`src/shared/obt_params.svh`:
```
// Purpose : constants for the registered bus transceiver
// Assumes : one 50 MHz reference clock
// Notes   : widths, reset values, buffer depth and idle control levels only
`ifndef OBT_PARAMS_SVH
`define OBT_PARAMS_SVH
`define OBT_WIDTH      8
`define OBT_REG_RESET  8'h00
`define OBT_BUF_DEPTH  2
// idle levels of the six synchronised controls: only the b-to-a enable is high
`define OBT_CTL_IDLE   6'h10
`endif

```
`src/shared/obt_pkg.sv`:
```
// Purpose : shared types of the registered bus transceiver
// Assumes : obt_params.svh supplies the width
// Notes   : drive modes of one direction
`include "obt_params.svh"
package obt_pkg;
   typedef logic [`OBT_WIDTH-1:0] obt_word_t;
   // one-hot drive mode of one direction
   typedef enum logic [2:0] {
      OBT_OFF    = 3'h1,
      OBT_LIVE   = 3'h2,
      OBT_STORED = 3'h4
   } obt_mode_t;
endpackage : obt_pkg

```
`src/shared/obt_stream_if.sv`:
```
// Purpose : valid/ready word carrier between transceiver modules
// Assumes : single clock domain
// Notes   : source drives valid and data, sink drives ready
interface obt_stream_if;
   logic              valid;
   logic              ready;
   obt_pkg::obt_word_t data;
   modport src (output valid, output data, input ready);
   modport snk (input valid, input data, output ready);
endinterface : obt_stream_if

```
`src/hw/obt_skid_buf.sv`:
```
// Purpose : two-entry buffer in the captured-data path
// Assumes : one clock, asynchronous active-low reset
// Notes   : full and empty are exact; ready drops when both slots hold data
`include "obt_params.svh"
module obt_skid_buf (
   input  wire logic i_ref_clk,
   input  wire logic i_rst_n,
   obt_stream_if.snk in_s,
   obt_stream_if.src out_s
);
   obt_pkg::obt_word_t mem [2];
   logic [1:0]         count;
   logic               rd_ptr;
   logic               wr_ptr;
   logic [1:0]         next_count;
   logic               next_rd_ptr;
   logic               next_wr_ptr;
   logic               push;
   logic               pop;

   // handshakes on both sides
   always_comb begin
      push        = in_s.valid && (count != 2'h2);
      pop         = out_s.ready && (count != 2'h0);
      next_count  = count + {1'b0, push} - {1'b0, pop};
      next_wr_ptr = wr_ptr ^ push;
      next_rd_ptr = rd_ptr ^ pop;
   end

   // register pointers and storage
   always_ff @(posedge i_ref_clk or negedge i_rst_n) begin
      if (!i_rst_n) begin
         count  <= 2'h0;
         rd_ptr <= 1'b0;
         wr_ptr <= 1'b0;
         mem[0] <= `OBT_REG_RESET;
         mem[1] <= `OBT_REG_RESET;
      end else begin
         count  <= next_count;
         rd_ptr <= next_rd_ptr;
         wr_ptr <= next_wr_ptr;
         if (push) begin
            mem[wr_ptr] <= in_s.data;
         end
      end
   end

   assign in_s.ready  = (count != 2'h2);
   assign out_s.valid = (count != 2'h0);
   assign out_s.data  = mem[rd_ptr];
endmodule : obt_skid_buf

```
`src/hw/obt_transceiver.sv`:
```
// Notes on behaviour
// RQ1: select low live, high stored data
// RQ2: capture clock edges always load registers
// RQ3: enables alone decide which port drives
// RQ4: B driven from live A
// RQ5: B driven from A register
// RQ6: A driven from live B
// RQ7: A driven from B register
// RQ8: both ports driven from opposite registers
// RQ9: A-to-B only: both registers load
// RQ10: B-to-A only: both registers load
// RQ11: controller staggers clocks in stored mode
// RQ12: both live enables form hold loop
// RQ13: eight identical bit channels
// RQ14: every path inverts its source
//
// Purpose : octal registered bus transceiver with inverting paths
// Assumes : pins and capture clocks are asynchronous, sampled by 50 MHz i_ref_clk
// Notes   : oe outputs are low while driving; pad resolves wire level
`include "obt_params.svh"
module obt_transceiver #(
   parameter int WIDTH = `OBT_WIDTH
) (
   input  wire logic             i_ref_clk,
   input  wire logic             i_rst_n,
   input  wire logic             i_a_to_b_drive_enable,
   input  wire logic             i_b_to_a_drive_enable_n,
   input  wire logic             i_a_side_capture_clock,
   input  wire logic             i_b_side_capture_clock,
   input  wire logic             i_b_side_source_select,
   input  wire logic             i_a_side_source_select,
   input  wire logic [WIDTH-1:0] i_port_a_lines,
   input  wire logic [WIDTH-1:0] i_port_b_lines,
   output logic      [WIDTH-1:0] o_port_a_lines,
   output logic                  o_port_a_lines_oe_n,
   output logic      [WIDTH-1:0] o_port_b_lines,
   output logic                  o_port_b_lines_oe_n,
   output logic      [WIDTH-1:0] o_a_capture_reg,
   output logic      [WIDTH-1:0] o_b_capture_reg,
   input  wire logic             i_cap_ready,
   output logic                  o_cap_valid,
   output logic      [WIDTH-1:0] o_cap_data,
   output logic                  o_cap_overrun
);
   // ****************************************************************
   // input synchronisers
   // ****************************************************************
   localparam int NC = WIDTH * 2 + 6;
   // chains reset to idle pin levels so no port drives just after reset
   localparam logic [NC-1:0] SYNC_IDLE = {{(NC-6){1'b0}}, `OBT_CTL_IDLE};
   logic [NC-1:0] sync1;
   logic [NC-1:0] sync2;
   logic [NC-1:0] next_sync1;
   logic [NC-1:0] next_sync2;

   // two flops per asynchronous pin
   always_comb begin
      next_sync1 = {i_port_a_lines, i_port_b_lines, i_a_to_b_drive_enable,
                    i_b_to_a_drive_enable_n, i_a_side_capture_clock,
                    i_b_side_capture_clock, i_b_side_source_select,
                    i_a_side_source_select};
      next_sync2 = sync1;
   end

   always_ff @(posedge i_ref_clk or negedge i_rst_n) begin
      if (!i_rst_n) begin
         sync1 <= SYNC_IDLE;
         sync2 <= SYNC_IDLE;
      end else begin
         sync1 <= next_sync1;
         sync2 <= next_sync2;
      end
   end

   logic [WIDTH-1:0] a_in;
   logic [WIDTH-1:0] b_in;
   logic             ab_en;
   logic             ba_en_n;
   logic             clk_a;
   logic             clk_b;
   logic             sel_b;
   logic             sel_a;
   assign {a_in, b_in, ab_en, ba_en_n, clk_a, clk_b, sel_b, sel_a} = sync2;

   // ****************************************************************
   // capture registers
   // ****************************************************************
   logic                clk_a_d;
   logic                clk_b_d;
   logic                rise_a;
   logic                rise_b;
   obt_pkg::obt_word_t  a_reg;
   obt_pkg::obt_word_t  b_reg;
   obt_pkg::obt_word_t  next_a_reg;
   obt_pkg::obt_word_t  next_b_reg;
   logic [WIDTH-1:0]    a_seen;
   logic [WIDTH-1:0]    b_seen;

   // the value seen on a pin is our own drive when that port is driven
   always_comb begin
      a_seen     = o_port_a_lines_oe_n ? a_in : o_port_a_lines;
      b_seen     = o_port_b_lines_oe_n ? b_in : o_port_b_lines;
      rise_a     = clk_a && !clk_a_d;
      rise_b     = clk_b && !clk_b_d;
      next_a_reg = rise_a ? a_seen : a_reg; // see RQ2 see RQ10
      next_b_reg = rise_b ? b_seen : b_reg; // see RQ2 see RQ9
   end

   always_ff @(posedge i_ref_clk or negedge i_rst_n) begin
      if (!i_rst_n) begin
         clk_a_d <= 1'b0;
         clk_b_d <= 1'b0;
         a_reg   <= `OBT_REG_RESET;
         b_reg   <= `OBT_REG_RESET;
      end else begin
         clk_a_d <= clk_a;
         clk_b_d <= clk_b;
         a_reg   <= next_a_reg;
         b_reg   <= next_b_reg;
      end
   end

   // ****************************************************************
   // drive modes and port outputs
   // ****************************************************************
   obt_pkg::obt_mode_t next_mode_b;
   obt_pkg::obt_mode_t next_mode_a;
   logic [WIDTH-1:0]   next_out_a;
   logic [WIDTH-1:0]   next_out_b;
   logic               loop_hold;

   // enable picks drive, select picks live or stored source
   always_comb begin
      next_mode_b = !ab_en ? obt_pkg::OBT_OFF :                       // see RQ3
                    (sel_b ? obt_pkg::OBT_STORED : obt_pkg::OBT_LIVE); // see RQ1
      next_mode_a = ba_en_n ? obt_pkg::OBT_OFF :                      // see RQ3
                    (sel_a ? obt_pkg::OBT_STORED : obt_pkg::OBT_LIVE); // see RQ1
      // inverting paths; live paths read the pin as last seen, so
      // both live drivers together latch bus A at its driven level and bus B at its inverse
      unique case (next_mode_b)
         obt_pkg::OBT_OFF:    next_out_b = o_port_b_lines;
         obt_pkg::OBT_LIVE:   next_out_b = ~a_seen;  // see RQ4 see RQ12 see RQ14
         obt_pkg::OBT_STORED: next_out_b = ~a_reg;   // see RQ5 see RQ8 see RQ14
      endcase
      // once both ports drive live, A keeps its level and B follows it;
      // a loop entered from both sides at once would otherwise swap levels
      loop_hold = !o_port_a_lines_oe_n && !o_port_b_lines_oe_n &&
                  (next_mode_b == obt_pkg::OBT_LIVE);
      unique case (next_mode_a)
         obt_pkg::OBT_OFF:    next_out_a = o_port_a_lines;
         obt_pkg::OBT_LIVE:   begin // see RQ6 see RQ12 see RQ14
            next_out_a = loop_hold ? o_port_a_lines : ~b_seen;
         end
         obt_pkg::OBT_STORED: next_out_a = ~b_reg;   // see RQ7 see RQ8 see RQ14
      endcase
   end

   always_ff @(posedge i_ref_clk or negedge i_rst_n) begin
      if (!i_rst_n) begin
         o_port_a_lines      <= '0;
         o_port_b_lines      <= '0;
         o_port_a_lines_oe_n <= 1'b1;
         o_port_b_lines_oe_n <= 1'b1;
      end else begin
         o_port_a_lines      <= next_out_a;
         o_port_b_lines      <= next_out_b;
         o_port_a_lines_oe_n <= (next_mode_a == obt_pkg::OBT_OFF); // see RQ3
         o_port_b_lines_oe_n <= (next_mode_b == obt_pkg::OBT_OFF); // see RQ3
      end
   end

   // ****************************************************************
   // capture stream through the two-entry buffer
   // ****************************************************************
   obt_stream_if cap_in ();
   obt_stream_if cap_out ();
   logic next_overrun;

   // each A-side capture is offered downstream; a refused word is flagged
   assign cap_in.valid  = rise_a;
   assign cap_in.data   = a_seen;
   assign cap_out.ready = i_cap_ready || !o_cap_valid;
   assign next_overrun  = o_cap_overrun || (rise_a && !cap_in.ready);

   obt_skid_buf u_buf (
      .i_ref_clk (i_ref_clk),
      .i_rst_n   (i_rst_n),
      .in_s      (cap_in),
      .out_s     (cap_out)
   );

   always_ff @(posedge i_ref_clk or negedge i_rst_n) begin
      if (!i_rst_n) begin
         o_cap_valid     <= 1'b0;
         o_cap_data      <= '0;
         o_cap_overrun   <= 1'b0;
         o_a_capture_reg <= `OBT_REG_RESET;
         o_b_capture_reg <= `OBT_REG_RESET;
      end else begin
         if (cap_out.ready) begin
            o_cap_valid <= cap_out.valid;
            o_cap_data  <= cap_out.data;
         end
         o_cap_overrun   <= next_overrun;
         o_a_capture_reg <= next_a_reg; // see RQ13
         o_b_capture_reg <= next_b_reg;
      end
   end
endmodule : obt_transceiver

```
`config.mk`:
```
export PLATFORM = sky130hd
export DESIGN_NAME = obt_transceiver
export DESIGN_NICKNAME = d
export VERILOG_FILES = /design/src/shared/obt_pkg.sv /design/src/shared/obt_stream_if.sv /design/src/hw/obt_skid_buf.sv /design/src/hw/obt_transceiver.sv
export VERILOG_INCLUDE_DIRS = /design/src /design/src/shared
export SDC_FILE = /design/constraint.sdc
export NUM_CORES = 1
export LEC_CHECK = 0
export BUFFER_PORTS_ARGS = -buffer_cell sky130_fd_sc_hd__buf_4
export CAP_MARGIN = 20
export CORE_MARGIN = 1.5
export CORE_UTILIZATION = 31
export CTS_CLUSTER_DIAMETER = 200
export CTS_CLUSTER_SIZE = 10
export DETAILED_ROUTE_END_ITERATION = 10
export REMOVE_ABC_BUFFERS = 1
export SLEW_MARGIN = 20
export SYNTH_ARGS = -nofsm -noshare
export SYNTH_HDL_FRONTEND = slang
export SYNTH_SLANG_ARGS = --single-unit
```
`constraint.sdc`:
```
create_clock -name i_ref_clk -period 2.15 [get_ports i_ref_clk]
set_input_delay 0.43 -clock i_ref_clk [delete_from_list [all_inputs] [get_ports i_ref_clk]]
set_output_delay 0.43 -clock i_ref_clk [all_outputs]
set_load 0.02 [all_outputs]
```
## Yosys cells after proc, flatten, opt, wreduce, memory -nomap -nowiden

Index checks and enable logic that the tools add are counted.

- Flip-flop bits (word level): 110
- Output and inout bits: 44
- Input bits: 25
- Logic and storage cells: 73

- Multiplexer cells: 15
- Add/subtract/negate cells: 2
- Bitwise operators: 9
- Equal/unequal tests: 8
- Reductions and logical operators: 18
- Order comparisons: 3

Operators with widths:

| cell | count |
|---|---|
| 2-to-1 mux 8 bit | 7 |
| NOT 8 bit | 4 |
| one-hot mux 8 bit (2 select lines) | 2 |
| bitwise mux 16 bit | 1 |
| 2-to-1 mux 3 bit | 4 |
| demux 8 bit (select 1 bit) | 1 |
| logical AND 1 bit | 8 |
| == test 3 x 1 -> 1 bit, second input constant | 2 |
| == test 3 x 2 -> 1 bit, second input constant | 2 |
| == test 3 bit, second input constant | 2 |
| logical NOT 1 bit | 6 |
| >= comparator 2 bit, second input constant | 2 |
| inequality test 2 bit, second input constant | 2 |
| NOT 1 -> 2 bit | 2 |
| adder 2 x 1 -> 2 bit | 1 |
| logical OR 1 bit | 2 |
| less-than comparator 2 x 1 -> 1 bit, second input constant | 1 |
| AND reduction 2 bit | 1 |
| nonzero test 2 bit | 1 |
| subtractor 2 x 1 -> 2 bit | 1 |
| XOR 1 bit | 2 |
| NOT 1 bit | 1 |

## Logic depth before layout (Yosys ltp)

Gate-level depths: netlist (run 1).

- Depth in word-level cells: 6
- Mapped depth: 8
- Depth with buffers taken out: 7

## By module

From an unflattened synthesis (run 1), not the netlist that was laid out.

- Cell total of the unflattened synthesis: 278
- Area total of the unflattened synthesis: 4,260.3 um^2

By module, submodules not included:

| module | instances | cells an instance | seq. area each (um^2) | area each (um^2) |
|---|---|---|---|---|
| obt_transceiver | 1 | 216 | 2,257.2 | 3,246.9 |
| obt_skid_buf | 1 | 62 | 500.5 | 1,013.5 |

## Least setup slack after synthesis (run 1)

No wires, ideal clock.

- Path type: register -> register
- Start point: register clk_a_d
- End point: register u_buf.mem[13] (netlist name)
- Cell stages (with the launch flop): 9
- Period minus slack after synthesis: 1.869 ns
- Data arrival time: 1.792 ns
- Buffers on the path: 3
- Data required time: 2.073 ns
- Setup time: 0.077 ns
- Path slack: 0.281 ns
- Path through: dfrtp_1 -> nand2b_1 -> clkbuf_1 -> a21oi_1 -> ha_1 -> clkbuf_1 -> clkbuf_1 -> nor2_1 -> a21oi_1

- Word-level cells in the longest chain between the ends: 3

RTL lines:

| element | RTL line | source |
|---|---|---|
| start: declaration | obt_transceiver.sv:88 | `logic clk_a_d;` |
| start signal: assignment | obt_transceiver.sv:116 | `clk_a_d <= clk_a;` |
| logical NOT 1 bit | obt_transceiver.sv:103 | `rise_a = clk_a && !clk_a_d;` |
| logical AND 1 bit | obt_transceiver.sv:103 |  |
| logical AND 1 bit | obt_skid_buf.sv:23 | `push = in_s.valid && (count != 2'h2);` |
| end signal: indexed assignment | obt_skid_buf.sv:43 | `mem[wr_ptr] <= in_s.data;` |
| end: declaration | obt_skid_buf.sv:11 | `obt_pkg::obt_word_t mem [2];` |

No other way between the ends.
A chain may end at the register's enable or synchronous reset.

## Worst setup path after layout (run 1)

- Start point: register clk_a_d
- End point: register u_buf.mem[0] (netlist name)

The elaborated chain is that of the path after synthesis.

==> results of run 1 <==
-- final cells by class --
class	instances	area, µm²	area share, %
inverter	20	75.1	1.49
clock inverter	3	67.6	1.34
multi-input combinational	167	1100	21.8
clock buffer	12	256	5.07
timing repair buffer	74	581	11.5
tap	172	215	4.26
sequential	110	2760	54.6
-- through the flow --
stage                     std cells  util (%)
after CTS                       558      39.9
after global routing            558      39.9
after global placement          543      37.3
after floorplan                 297         -
after detailed placement        543      37.3
final                           558      39.9
-- per-layer routing --
metal | vias to the layer above | track usage (%) | wire length, µm
met4 | 0 | 4.10 | 109
met5 | - | 0 | 0
met2 | 69 | 20.4 | 3820
met1 | 1231 | 16.2 | 3620
li1 | 1165 | - | -
met3 | 10 | 4.38 | 464
-- worst max-delay path by stage --
stage / slack, ns / to
after floorplan: 0.08 / u_buf.count[1]$_DFF_PN0_
after global placement: 0.53 / u_buf.count[1]$_DFF_PN0_
after detailed placement: 0.43 / u_buf.mem[5]$_DFFE_PN0P_
after CTS: 0.42 / o_port_a_lines_oe_n
after global routing: 0.18 / u_buf.mem[5]$_DFFE_PN0P_
final: 0.41 / u_buf.mem[0]$_DFFE_PN0P_
-- worst register-to-register path: stages, from the launching register on --
cell and delay, ns:
dfrtp_1 0.37, nand2b_1 0.15, a21oi_1 0.28, ha_1 0.60, nor2_1 0.11, a21oi_1 0.15
-- power groups by stage --
| stage | Sequential, mW | Combinational [mW] | Clock (mW) |
|---|---|---|---|
| floorplan | 3.07 | 0.623 | 0 |
| global placement | 2.89 | 1.43 | 0 |
| detailed placement | 2.91 | 1.48 | 0 |
| CTS | 2.88 | 1.48 | 1.81 |
| global route | 2.93 | 1.63 | 1.90 |
| finish | 2.87 | 1.45 | 1.77 |
-- kinds of logic after synthesis --
logic type / share of synthesized area [%]
buffers and inverters: 4.19
adders and majority gates: 1.24
muxes: 11.3
DFF: 68.4
xor gates and xnor gates: 0.652
and+or+nand+nor: 6.93
AOI/OAI and AO/OA: 7.24
-- layout by cell type (no fill, tap or decap) --
master / count
nor2b_1: 1
xnor2_1: 2
dfrtp_1: 106
dfstp_2: 4
xor2_1: 1
nor2_1: 27
a41o_1: 1
nor3b_4: 1
nand2b_1: 4
bufinv_16: 2
clkinvlp_4: 1
o21ai_0: 22
mux2i_1: 38
a21oi_4: 1
nor3b_1: 6
a21oi_1: 31
mux2_2: 4
clkbuf_1: 1
inv_1: 20
clkbuf_8: 2
clkbuf_16: 9
buf_12: 2
nand2_1: 22
ha_1: 4
mux2_4: 2
buf_4: 72
==> results by group, run 1 <==
Synth
  – Register area share after synthesis: 68.4%
  – Most used DFF post-synth: dfrtp_1
  – Mapped Cells: 314
  – Yosys reg bits: 110
  – Post-synthesis cell type count: 23
  – Ys async rst share: 100%
  – Area leader, netlist: dfrtp_1
  – Number of flops mapped to enable cells by yosys: 0
  – Top cells by count, synth: 106 x dfrtp_1, 38 x mux2i_1, 31 x a21oi_1, 27 x nor2_1
  – Yosys warns: 0
  – Syn avg cell area: 12.8 µm²
  – Most frequent cell after synthesis: dfrtp_1
  – Post-synth top area share: 65.8%
  – Synth area leaders: dfrtp_1 66%, mux2i_1 9.4%, a21oi_1 3.9%
  – Mapped cell area: 4030 µm²

Die
  – CORE AREA: 12,700 µm²
  – Die H: 117 µm
  – I/O Pins: 69
  – Full die area: 13,700 µm²
  – Initial core utilization: 31.8%
  – Row cnt: 41
  – Die Wd: 117 µm

STA
  – Hold slack: 0.0761 ns
  – Clock Skew: 0.00375 ns
  – Actual slew at the worst max-slew pin: 0.584 ns
  – Setup TNS: 0 ns
  – Minimum clock period: 1.74 ns
  – RSZ-0062 raised after global routing: no
  – Max Slew Vio Count: 0
  – Setup Viol. Count Final: 0
  – Max Fclk: 0.576 GHz
  – Final hold vios: 0
  – Final worst-path setup slack: 0.414 ns
  – Slew HR: 61.1%
  – Tcrit/Tclk final: 80.7%

Worst setup path
  – CP peak stage delay: 0.60 ns
  – Startpoint types: register
  – Worst Setup Path Type: reg -> reg
  – CP Capture Type: register
  – Most common cell on crit path: a21oi_1
  – Reg-to-Reg End: u_buf.mem[0]$_DFFE_PN0P_
  – Reg2Reg Depth: 5
  – Crit path cell chain: nand2b_1 > a21oi_1 > ha_1 > nor2_1 > a21oi_1
  – Critical Path AT: 1.99 ns
  – Reg2Reg Setup Slack: 0.41 ns
  – Worst Path Max Fanout: 16
  – Worst flop-to-flop path startpoint: clk_a_d$_DFF_PN0_
  – CP max-delay cell: ha_1
  – CP delay by family, top: adder cells
  – Buffer and inverter count on the worst path: 0
  – Worst Setup SP: clk_a_d$_DFF_PN0_
  – Critical path depth in cells: 5
  – Worst Path Required: 2.41 ns

Power and ir drop
  – Pwr dens: 1200 nW/µm²
  – Sequential share of power: 47.2%
  – Sw frac: 30.1%
  – Comb power frac: 23.8%
  – Sw power: 1.83 mW
  – VDD IR max: 0.482 mV
  – Leak: 2.39 nW
  – Final Total Pwr: 6.09 mW
  – Internal power: 4.26 mW
  – Clk pwr share: 29.0%

Detailed routing
  – Starting DRT DRC Count: 161
  – Routed len/inst: 14.4 µm
  – Via count: 2,475
  – Remaining DRCs: 0
  – Via density: 4.44
  – DR pass1 iterations: 4
  – Post-DRT Antenna Nets: 0
  – Post-Route WL: 8010 µm

Global route
  – Initial antenna violation count: 0
  – Tot GR Track Use: 12.7%
  – Remaining global-route overflow: 0
  – Number of global-route vias before repair: 2,574
  – First-pass GRT wire length: 12,900 µm
  – Largest net degree at the start of global routing: 44

Job
  – Max-cap check violation count: 0

Status
  – Status: finished clean

Finish
  – Diodes inserted: 0
  – Share of post-route cells with drive strength above 1: 25.9%
  – Design Area, Final: 5050 µm²
  – Final Net Count: 411
  – Final-layout fill cell count: 1,209
  – Layout area overhead: 25.5%

Clock network
  – Setup bufs post-CTS: 0
  – Post-CTS resize count: 0
  – Clock sink total: 110
  – Clock Latency Late Sink: 0.34 ns
  – CTS tree: built
  – CTS clk-pin slew, worst paths: 0.07 ns
  – CTS root buf: clkbuf_16
  – TritonCTS Buffers: 9
  – H-tree levels: 3
  – CTS Hold Buffers Added: 0
  – Clock Path Buffers: 2

Placed design
  – GPL Wtd Cong: 0.729
  – Hpwl dp: 5850 µm
  – Worst slack, placed: 0.432 ns
  – Dpl cell area: 4730 µm²
  – Port Buffers: 68

Min path
  – Hold Crit Class: in -> async
Note: power is estimated with default switching activity, not from simulation.
==> run 2, diff against run 1 <==
==> constraint.sdc (replaced) <==
create_clock -name i_ref_clk -period 1.45 [get_ports i_ref_clk]
set_input_delay 0.29 -clock i_ref_clk [delete_from_list [all_inputs] [get_ports i_ref_clk]]
set_output_delay 0.29 -clock i_ref_clk [all_outputs]
set_load 0.02 [all_outputs]
==> run 2 against run 1 <==
  * Sequential share of layout area decreased by 4.8 points
  * Clock-buffer cell count shrank 3
  * Critical endpoint is now o_port_b_lines_oe_n
  * Worst setup slack got worse by 0.39 ns
  * Die area unchanged
  * Via count up 4.3%
  * Design area rose by 9.7%
  * Combinational power up 85%
==> results by group, run 2 (same netlist as run 1, synthesis figures left out) <==
Status
  – Status: finished clean

Die
  – Initial core utilization: 31.8% (unchanged)
  – I/O Pins: 69 (unchanged)
  – CORE AREA: 12,700 µm² (unchanged)
  – Die Wd: 117 µm (unchanged)
  – Die H: 117 µm (unchanged)
  – Row cnt: 41 (unchanged)
  – Full die area: 13,700 µm² (unchanged)

Min path
  – Hold Crit Class: in -> reg
  – Hold Path Stages: 1
  – Hold endpoint: next_sync2[21]$_DFF_PN0_
  – HP Start: i_port_a_lines[7]

Finish
  – Final Net Count: 448 (+9.0%)
  – Design Area, Final: 5540 µm² (+9.7%)
  – Layout area overhead: 37.6%
  – Fin util: 43.7% (+3.9 points)
  – Share of post-route cells with drive strength above 1: 36.6% (+11 points)
  – Most common cell after layout, fill and taps aside: dfrtp_1
  – Diodes inserted: 0 (unchanged)
  – Commonest non-fill, non-tap cells in the layout: 106 x dfrtp_1, 97 x buf_4, 30 x a21oi_1, 29 x mux2i_1, 25 x nor2_1

Worst setup path
  – Buffer and inverter count on the worst path: 2 (+2)
  – Worst Path Max Fanout: 3 (-13)
  – Critical Path AT: 1.13 ns (-0.86 ns)
  – Worst flop-to-flop path startpoint: u_buf.count[0]$_DFF_PN0_
  – Reg2Reg Depth: 7 (+2)
  – Worst Setup SP: o_port_b_lines_oe_n$_DFF_PN1_
  – Most common cell on crit path: buf_6
  – CP peak stage delay: 0.55 ns (-0.05 ns)
  – Reg2Reg Setup Slack: 0.03 ns (-0.39 ns)
  – Reg-to-Reg End: u_buf.count[1]$_DFF_PN0_
  – Startpoint types: register
  – Worst Path Required: 1.16 ns (-1.25 ns)
  – Worst Setup Path Type: reg -> out
  – Critical path depth in cells: 2 (-3)
  – Crit path cell chain: buf_6 > buf_6
  – CP delay by family, top: flip-flops
  – CP max-delay cell: dfstp_2
  – CP Capture Type: output pin

Global route
  – Tot GR Track Use: 12.9% (+0.27 points)
  – Remaining global-route overflow: 0 (unchanged)
  – First-pass GRT wire length: 13,000 µm (+0.70%)
  – Number of global-route vias before repair: 2,619 (+1.7%)
  – Initial antenna violation count: 0 (unchanged)
  – Largest net degree at the start of global routing: 83 (+89%)

Clock network
  – Clock Path Buffers: 2 (unchanged)
  – CTS root buf: clkbuf_16
  – CTS clk-pin slew, worst paths: 0.07 ns (about the same)
  – CTS tree: built
  – TritonCTS Buffers: 9 (unchanged)
  – H-tree levels: 3 (unchanged)
  – Clock sink total: 110 (unchanged)
  – Clock Latency Late Sink: 0.35 ns (about the same)

STA
  – Max Slew Vio Count: 0 (unchanged)
  – Final worst-path setup slack: 0.0273 ns (-0.387 ns)
  – Tcrit/Tclk final: 98.1%
  – Setup Viol. Count Final: 0 (unchanged)
  – Max Fclk: 0.703 GHz
  – Minimum clock period: 1.42 ns
  – RSZ-0062 raised after global routing: yes
  – Final hold vios: 0 (unchanged)
  – Clock Skew: 0.00604 ns (+0.00229 ns)
  – Actual slew at the worst max-slew pin: 0.526 ns (-0.0584 ns)
  – Setup TNS: 0 ns (unchanged)
  – Slew HR: 65.0% (+3.9 points)

Detailed routing
  – Post-Route WL: 8140 µm (+1.6%)
  – Routed len/inst: 13.7 µm (-4.9%)
  – Post-DRT Antenna Nets: 0 (unchanged)
  – Starting DRT DRC Count: 153 (-5.0%)
  – Via count: 2,582 (+4.3%)
  – Remaining DRCs: 0 (unchanged)
  – DR pass1 iterations: 4 (unchanged)
  – Via density: 4.33 (-2.3%)

Job
  – Max-cap check violation count: 0 (unchanged)

Placed design
  – Hpwl dp: 5580 µm (-4.6%)
  – Worst slack, placed: -0.0843 ns (-0.517 ns)
  – Dpl cell area: 4890 µm² (+3.4%)
  – GPL Wtd Cong: 0.737 (+1.1%)
  – Port Buffers: 68 (unchanged)

Power and ir drop
  – Final Total Pwr: 9.72 mW (+60%)
  – Leak: 2.60 nW (+8.7%)
  – Pwr dens: 1750 nW/µm² (+46%)
  – VDD IR max: 0.594 mV (+23%)
## run 2: worst max path at each step
stage,end
final,o_port_b_lines_oe_n
after global placement,u_buf.count[1]$_DFF_PN0_
after floorplan,u_buf.count[1]$_DFF_PN0_
after detailed placement,u_buf.count[1]$_DFF_PN0_
after CTS,u_buf.count[1]$_DFF_PN0_
after global routing,u_buf.count[1]$_DFF_PN0_
## run 2: repair_timing
action	CTS	global route
buffers inserted	13	3
pin swaps	5	7
resized for setup	9	29
endpoints found under the setup margin	5	36
hold buffers	1	0
endpoints found under the hold margin	95	0
## run 2: stage by stage
stage | hold WS (ns) | instances
floorplan | -0.00559 | 297
global placement | 0.332 | 563
detailed placement | 0.336 | 563
CTS | 0.0217 | 593
global route | 0.0204 | 596
finish | 0.0413 | 596
## run 2: report_power, final
part	total (mW)	switching (mW)	internal (mW)
clock network	2.80	1.11	1.70
logic	2.68	1.31	1.37
registers	4.24	0.508	3.73
total	9.72	2.93	6.79
## run 2: final cells by class
type	instances	area (µm²)
inverters	20	75.1
flip-flops and latches	110	2760
multi-input cells	167	1230
repair buffers	111	915
clock inverters	7	120
fillers	1181	7130
well taps	172	215
clock buffers	9	225
## run 2: routing by layer
layer / track usage [%] / vias up / wire, µm
li1: - / 1246 / -
met1: 16.8 / 1260 / 3630
met2: 19.8 / 64 / 3850
met3: 5.46 / 12 / 540
met4: 4.18 / 0 / 118
met5: 0 / - / 0
